**src/hdl/eir_pkg.sv**
```systemverilog
// Purpose: Constants and types for the external line source and remap block
// Assumes: Classic Wishbone slave, 32-bit data, byte addresses
// Notes: One aligned word per register
// How it works
// - Four-bit field picks port A..G pin with the line's own index.
// - Word 0x0c holds line 4..7 fields from bit 0; upper half reserved.
// - Word 0x10 holds line 8..11 fields, line 8 lowest nibble.
// - Word 0x14 holds line 12..15 fields, line 12 lowest nibble.
// - Remap word 0x1c resets to zero; bits 4:0 and 9:8 writable, 13:10 only in high density.
// - Misc bit clear: fifth channel shares vector 59; set: own 60.
// - Misc bit picks DAC trigger 3 and timer 1/3 trigger: 5 or 15.
// - Misc, timer 12 and address-valid bits exist only in high density.
// - Bit 12 moves timer 12 channels from PC4/PC5 to PB12/PB13.
// - Bit 11 moves basic timer DMA requests from controller 2 to 1.
// - Bit 10 set disconnects the address-valid output from its pin.
// - Bit 9 moves timer 14 channel 1 from PC9 to PB1.
// - Bit 8 moves timer 13 channel 1 from PC8 to PB0.
// - Bit 4 moves timer 1 ch1/ch2 DMA from channels 2/3 to 6.
// - Bit 3 moves the CEC line from PB8 to PB10.
// - Bit 2 moves timer 17 channel 1 from PB9 to PA7.
// - Bit 1 moves timer 16 channel 1 from PB8 to PA6.
// - Bit 0 moves timer 15 channels from PA2/PA3 to PB14/PB15.
// - Word 0x08 holds line 0..3 fields with the same encoding.
package eir_pkg;
	localparam logic [7:0] ADR_SRC_0_3 = 8'h08;
	localparam logic [7:0] ADR_SRC_4_7 = 8'h0c;
	localparam logic [7:0] ADR_SRC_8_11 = 8'h10;
	localparam logic [7:0] ADR_SRC_12_15 = 8'h14;
	localparam logic [7:0] ADR_REMAP = 8'h1c;
	localparam int NUM_LINES = 16;
	localparam int NUM_PORTS = 7;
	localparam int FLD_W = 4;
	localparam logic [3:0] PORT_LAST = 4'h6;
	localparam logic [15:0] SRC_RESET = 16'h0000;
	localparam logic [13:0] REMAP_RESET = 14'h0000;
	// Writable remap bits, low and high density
	localparam logic [13:0] REMAP_MASK_LD = 14'h031f;
	localparam logic [13:0] REMAP_MASK_HD = 14'h3f1f;
	localparam int B_T15 = 0;
	localparam int B_T16 = 1;
	localparam int B_T17 = 2;
	localparam int B_CEC = 3;
	localparam int B_T1DMA = 4;
	localparam int B_T13 = 8;
	localparam int B_T14 = 9;
	localparam int B_ADDRESS_VALID_OUT = 10;
	localparam int B_BTDMA = 11;
	localparam int B_T12 = 12;
	localparam int B_MISC = 13;
	localparam logic [6:0] VEC_SHARED = 7'd59;
	localparam logic [6:0] VEC_OWN = 7'd60;
	localparam logic [2:0] DAC_TRIG3_CODE = 3'h3;
	localparam logic [1:0] DMA_CH2 = 2'h0;
	localparam logic [1:0] DMA_CH3 = 2'h1;
	localparam logic [1:0] DMA_CH6 = 2'h2;

	typedef struct packed {
		logic [3:0][15:0] src;
		logic [13:0] remap;
		logic ack;
		logic [31:0] dat;
	} eir_state_s;

	typedef struct packed {
		logic [6:0] dma2_ch5_vector;
		logic trig_from_t15;
		logic [1:0] t1_ch1_dma_chan;
		logic [1:0] t1_ch2_dma_chan;
		logic basic_dma_on_ctl1;
	} eir_route_s;
endpackage : eir_pkg

```
**src/hdl/eir_remap.sv**
```systemverilog
// Purpose: External line source select and secondary signal remap
// Assumes: Inputs synchronous to clk_i; master holds request until ack
// Notes: Ack comes one cycle after the request is seen
`timescale 1ns/1ps
module eir_remap #(
	parameter bit HIGH_DENSITY = 1'b1
) (
	// Clock and reset
	input wire logic clk_i,
	input wire logic rst_i,
	// Wishbone slave
	input wire logic cyc_i,
	input wire logic stb_i,
	input wire logic we_i,
	input wire logic [7:0] adr_i,
	input wire logic [3:0] sel_i,
	input wire logic [31:0] dat_i,
	output logic [31:0] dat_o,
	output logic ack_o,
	// Port pin levels, one vector per port A..G
	input wire logic [6:0][15:0] port_pins_i,
	// Selected external line levels
	output logic [15:0] ext_line_o,
	// Pin moves and routing
	output logic timer_fifteen_pin_move_o,
	output logic timer_sixteen_pin_move_o,
	output logic timer_seventeen_pin_move_o,
	output logic cec_pin_move_o,
	output logic adv_timer_dma_route_o,
	output logic timer_thirteen_pin_move_o,
	output logic timer_fourteen_pin_move_o,
	output logic addr_valid_disconnect_o,
	output logic basic_timer_dma_route_o,
	output logic timer_twelve_pin_move_o,
	output logic misc_remap_o,
	output eir_pkg::eir_route_s route_o,
	// Memory controller address-valid path
	input wire logic address_valid_out_i,
	output logic address_valid_pin_o,
	output logic address_valid_pin_oe_n_o
);
	eir_pkg::eir_state_s st_ff;
	eir_pkg::eir_state_s nxt_st;
	logic req;
	logic [31:0] wmask;
	logic [31:0] rd;
	logic [13:0] rmask;

	assign req = cyc_i && stb_i && !st_ff.ack;
	assign rmask = HIGH_DENSITY ? eir_pkg::REMAP_MASK_HD : eir_pkg::REMAP_MASK_LD;

	always_comb begin
		for (int b = 0; b < 4; b++) begin
			wmask[b*8 +: 8] = {8{sel_i[b]}};
		end
		rd = 32'h0000_0000;
		unique case (adr_i)
			eir_pkg::ADR_SRC_0_3: rd = {16'h0000, st_ff.src[0]};
			eir_pkg::ADR_SRC_4_7: rd = {16'h0000, st_ff.src[1]};
			eir_pkg::ADR_SRC_8_11: rd = {16'h0000, st_ff.src[2]};
			eir_pkg::ADR_SRC_12_15: rd = {16'h0000, st_ff.src[3]};
			eir_pkg::ADR_REMAP: rd = {18'h00000, st_ff.remap};
			default: rd = 32'h0000_0000;
		endcase
	end

	// ==========================================================
	// Register state
	always_comb begin
		nxt_st = st_ff;
		nxt_st.ack = req;
		if (req) begin
			nxt_st.dat = rd;
		end
		if (req && we_i) begin
			for (int r = 0; r < 4; r++) begin
				if (adr_i == eir_pkg::ADR_SRC_0_3 + 8'(r * 4)) begin
					nxt_st.src[r] = (st_ff.src[r] & ~wmask[15:0]) | (dat_i[15:0] & wmask[15:0]);
				end
			end
			if (adr_i == eir_pkg::ADR_REMAP) begin
				nxt_st.remap = ((st_ff.remap & ~wmask[13:0]) | (dat_i[13:0] & wmask[13:0]))
					& rmask;
			end
		end
		if (rst_i) begin
			nxt_st.src = {4{eir_pkg::SRC_RESET}};
			nxt_st.remap = eir_pkg::REMAP_RESET;
			nxt_st.ack = 1'b0;
			nxt_st.dat = 32'h0000_0000;
		end
	end

	always_ff @(posedge clk_i) begin
		st_ff <= nxt_st;
	end

	assign ack_o = st_ff.ack;
	assign dat_o = st_ff.dat;

	// ==========================================================
	// Line source muxes
	for (genvar l = 0; l < eir_pkg::NUM_LINES; l++) begin : g_line
		logic [3:0] code;
		assign code = st_ff.src[l / 4][(l % 4) * eir_pkg::FLD_W +: eir_pkg::FLD_W];
		// Codes above port G give a quiet zero
		assign ext_line_o[l] = (code <= eir_pkg::PORT_LAST)
			? port_pins_i[code[2:0]][l] : 1'b0;
	end

	// ==========================================================
	// Remap outputs
	assign timer_fifteen_pin_move_o = st_ff.remap[eir_pkg::B_T15];
	assign timer_sixteen_pin_move_o = st_ff.remap[eir_pkg::B_T16];
	assign timer_seventeen_pin_move_o = st_ff.remap[eir_pkg::B_T17];
	assign cec_pin_move_o = st_ff.remap[eir_pkg::B_CEC];
	assign adv_timer_dma_route_o = st_ff.remap[eir_pkg::B_T1DMA];
	assign timer_thirteen_pin_move_o = st_ff.remap[eir_pkg::B_T13];
	assign timer_fourteen_pin_move_o = st_ff.remap[eir_pkg::B_T14];
	assign addr_valid_disconnect_o = st_ff.remap[eir_pkg::B_ADDRESS_VALID_OUT];
	assign basic_timer_dma_route_o = st_ff.remap[eir_pkg::B_BTDMA];
	assign timer_twelve_pin_move_o = st_ff.remap[eir_pkg::B_T12];
	assign misc_remap_o = st_ff.remap[eir_pkg::B_MISC];

	always_comb begin
		route_o.dma2_ch5_vector = misc_remap_o ? eir_pkg::VEC_OWN : eir_pkg::VEC_SHARED;
		route_o.trig_from_t15 = misc_remap_o;
		route_o.t1_ch1_dma_chan = adv_timer_dma_route_o ? eir_pkg::DMA_CH6 : eir_pkg::DMA_CH2;
		route_o.t1_ch2_dma_chan = adv_timer_dma_route_o ? eir_pkg::DMA_CH6 : eir_pkg::DMA_CH3;
		route_o.basic_dma_on_ctl1 = basic_timer_dma_route_o;
	end

	// Pin released when disconnected; enable is active low
	assign address_valid_pin_o = address_valid_out_i;
	assign address_valid_pin_oe_n_o = addr_valid_disconnect_o;

	// ==========================================================
	// Checks
	chk_ack_follows_req: assert property (@(posedge clk_i) disable iff (rst_i)
		(req |=> ack_o) and (ack_o |=> !ack_o)) else $error("ack timing wrong");
	chk_remap_reset_zero: assert property (@(posedge clk_i)
		rst_i |=> st_ff.remap == eir_pkg::REMAP_RESET) else $error("remap not reset");
	chk_src_write_lands: assert property (@(posedge clk_i) disable iff (rst_i)
		(req && we_i && adr_i == eir_pkg::ADR_SRC_4_7 && sel_i == 4'hf)
		|=> st_ff.src[1] == $past(dat_i[15:0])) else $error("line 4..7 write lost");
	chk_read_upper_zero: assert property (@(posedge clk_i) disable iff (rst_i)
		ack_o |-> dat_o[31:16] == 16'h0000) else $error("reserved bits nonzero");
	chk_vector_pick: assert property (@(posedge clk_i) disable iff (rst_i)
		route_o.dma2_ch5_vector == (st_ff.remap[eir_pkg::B_MISC] ? 7'd60 : 7'd59))
		else $error("vector position wrong");
	chk_low_density_bits: assert property (@(posedge clk_i) disable iff (rst_i)
		!HIGH_DENSITY |-> st_ff.remap[13:10] == 4'h0) else $error("hd bit in ld part");
	chk_line_zero_pick: assert property (@(posedge clk_i) disable iff (rst_i)
		(st_ff.src[0][3:0] == 4'h1) |-> ext_line_o[0] == port_pins_i[1][0])
		else $error("line 0 source wrong");
	chk_bad_code_quiet: assert property (@(posedge clk_i) disable iff (rst_i)
		(st_ff.src[3][15:12] > 4'h6) |-> !ext_line_o[15]) else $error("bad code drives");
	chk_address_valid_out_release: assert property (@(posedge clk_i) disable iff (rst_i)
		address_valid_pin_oe_n_o == st_ff.remap[eir_pkg::B_ADDRESS_VALID_OUT]) else $error("address_valid_out pin");
	chk_dma_route: assert property (@(posedge clk_i) disable iff (rst_i)
		adv_timer_dma_route_o |-> route_o.t1_ch2_dma_chan == eir_pkg::DMA_CH6)
		else $error("dma route wrong");
endmodule : eir_remap

```
**config.mk**
```make
export PLATFORM = sky130hd
export DESIGN_NAME = eir_remap
export DESIGN_NICKNAME = d
export VERILOG_FILES = /design/src/hdl/eir_pkg.sv /design/src/hdl/eir_remap.sv
export SDC_FILE = /design/constraint.sdc
export NUM_CORES = 1
export LEC_CHECK = 0
export BUFFER_PORTS_ARGS = -buffer_cell sky130_fd_sc_hd__buf_4
export CAP_MARGIN = 20
export CORE_ASPECT_RATIO = 0.6
export CORE_MARGIN = 1.5
export CORE_UTILIZATION = 52
export DETAILED_ROUTE_END_ITERATION = 16
export PLACE_DENSITY = 0.87
export SLEW_MARGIN = 20
export SYNTH_ARGS = -nofsm -noshare
export SYNTH_HDL_FRONTEND = slang
export SYNTH_SLANG_ARGS = --single-unit
```
**constraint.sdc**
```tcl
create_clock -name clk_i -period 3 [get_ports clk_i]
set_input_delay 0.3 -clock clk_i [delete_from_list [all_inputs] [get_ports clk_i]]
set_output_delay 0.3 -clock clk_i [all_outputs]
set_load 0.02 [all_outputs]
```
==> out/summary.txt <==
Outcome = completed
DR iter-0 viols = 609
Yosys Warn Count = 0
Initial antenna violation count = 0
M2 GR Usage = 0.547
Kind of end point of the critical path = primary output
Fraction of registers with async set/reset = 0
Synthesized area = 0.00532 mm2
Via count = 5467
Clock sink count = 92
Mean Syn Cell Area = 8.98 um2
Distinct cells, synth = 40
Gr busiest metal = met2
GR Layer Usage met1 = 0.382
Area Growth Syn to Fin = 31.8%
Remaining Overflow, GRT = 0
Die ar. = 0.0109 mm2
I/O pin cnt = 237
TritonCTS Buffers = 9
Met3 Usage GRT = 0.0774
Initial core utilization = 0.536
First-pass GRT wire length = 26700 um
RSZ-0062 raised after global routing = no
Final ANT Viol Nets = 0
Peak VDD IR = 312 uV
Residual DRC = 0
Filler cells = 749
Max FO, Critical Path = 5
Dpl ws = 0.617 ns
Final worst-path cycle share = 0.743
Drt total wl = 17200 um
Synthesized instance count = 592
Port bufs = 195
Clk_lat worst skew = 0.35 ns
CTS H-Tree Depth = 3
Share of cells above drive strength 1 = 0.312
# rows = 28
TritonRoute pass-1 iters = 5
Area after DPL = 0.00670 mm2
Setup TNS = 0 ns
Final hold vios = 0
Worst-path clk slew = 0.06 ns
Worst setup slack after layout = 0.771 ns
Tmin final = 2.23 ns
WS Path Type = reg -> out
Worst-margin pin slew = 0.814 ns
Final core utilization = 0.707
Wire length per cell = 19.2 um
Hold-fix buffers at CTS = 0
Worst hold path class = in -> reg
Number of global-route vias before repair = 5460
Register area = 0.00184 mm2
Routability cong. = 0.894
Core area = 0.00991 mm2
WP data required = 2.70 ns
Commonest cells after routing, fill and taps aside = buf_4 (201), dfxtp_1 (92), mux2i_1 (76)
Critical path data arrival time = 1.93 ns
Largest net degree at the start of global routing = 71
Dominant synthesized flop cell = dfxtp_1
HPWL Detailed = 12900 um
Fin area = 0.00701 mm2
Clock Path Buffers = 2
Post-synth EDFFs = 0
Pins Over Slew Limit = 0
Die W = 134 um
Yosys reg bits = 92
GRT Resource Usage Total = 0.317
PwrDens = 403 mW/mm2
Reg2reg setup slack = 0.98 ns
Root Driver = clkbuf_16
Area of the multi-input gates = 0.00318 mm2
Lkg Pwr = 0.00279 uW
Layout Skew = 0.00754 ns
Post_cts resized = 0
Worst Setup Start Kind = register
Slew Limit Headroom = 0.457
Inserted Diodes = 0
Setup violators final = 0
Commonest non-fill, non-tap cell in the layout = buf_4
Fmax = 0.449 GHz
CTS tree = built
Die Y = 81.3 um
Net count, final = 920
Vias/cell = 6.09
Maxcap violations = 0
Sequential fraction of the synthesis area = 0.346
Setup Buffers After CTS = 0
==> layout make-up <==
class,instances,share of cell area
Tap cell,135,0.0241
Sequential cell,92,0.263
Inverter,2,0.00107
Clock buffer,10,0.0327
Multi-Input combinational cell,452,0.453
Timing Repair Buffer,201,0.215
Clock inverter,5,0.0111
==> stage by stage <==
| step | hold slack [ns] | total power (uW) | cells |
|---|---|---|---|
| global placement | 0.463 | 1640 | 882 |
| CTS | 0.228 | 2830 | 897 |
| finish | 0.242 | 2830 | 897 |
| detailed placement | 0.467 | 1650 | 882 |
| global route | 0.248 | 2900 | 897 |
| floorplan | 0.380 | 1460 | 611 |
==> kinds of logic after synthesis <==
| group | synth area share |
|---|---|
| AO/OA/AOI/OAI | 0.149 |
| buffers and inverters | 0.0699 |
| flip-flops | 0.346 |
| multiplexers | 0.215 |
| other | 0.00141 |
| AND/OR/NAND/NOR | 0.218 |
==> path summary, 6_finish.rpt <==
kind / start / to / depth (start not counted)
max: register / ext_line_o[3] / 4
min reg2reg: register / register / 2
min: dat_i[13] / register / 3
max reg2reg: ack_o$_SDFF_PP0_ / register / 4
==> critical path, stage by stage, from the launching register on <==
cell and delay, ns:
dfxtp_1 0.45, mux4_2 0.52, o21ai_0 0.31, nor2_1 0.12, buf_4 0.18
==> report_power, final <==
group          internal [uW]  leakage, uW  switching (uW)
Combinational            202      0.00190             192
Clock                    723     0.000148             476
Sequential              1230     0.000742            5.35
==> layer usage <==
metal / wire length, um / share of wire / up-vias
li1: - / - / 2468
met1: 6790 / 0.39 / 2616
met2: 8290 / 0.48 / 332
met3: 1620 / 0.094 / 51
met4: 499 / 0.029 / 0
met5: 0 / 0 / -
==> synth_stat cells, types with 2 or more instances <==
library cell | count | area (um2)
dfxtp_1 | 92 | 1840
mux2i_1 | 76 | 761
nand2b_1 | 48 | 300
a21oi_1 | 45 | 225
nand3_1 | 45 | 225
o21ai_0 | 32 | 160
nor2_1 | 31 | 116
buf_4 | 30 | 225
nand2_1 | 29 | 109
clkbuf_1 | 27 | 101
nand3b_1 | 19 | 143
mux4_2 | 16 | 360
o211ai_1 | 16 | 120
o22ai_1 | 14 | 87.6
a211oi_1 | 7 | 52.6
a22o_1 | 7 | 61.3
a22oi_1 | 7 | 52.6
buf_2 | 6 | 30.0
nor3_1 | 5 | 25.0
a221oi_1 | 4 | 35.0
and2_1 | 4 | 25.0
and3_1 | 4 | 25.0
nand4_1 | 4 | 25.0
buf_1 | 2 | 7.51
conb_1 | 2 | 7.51
inv_1 | 2 | 7.51
mux2_2 | 2 | 22.5
nor4_1 | 2 | 12.5
nor4_4 | 2 | 42.5
or4b_1 | 2 | 20.0
No activity file was read; power rests on OpenSTA's default activity.
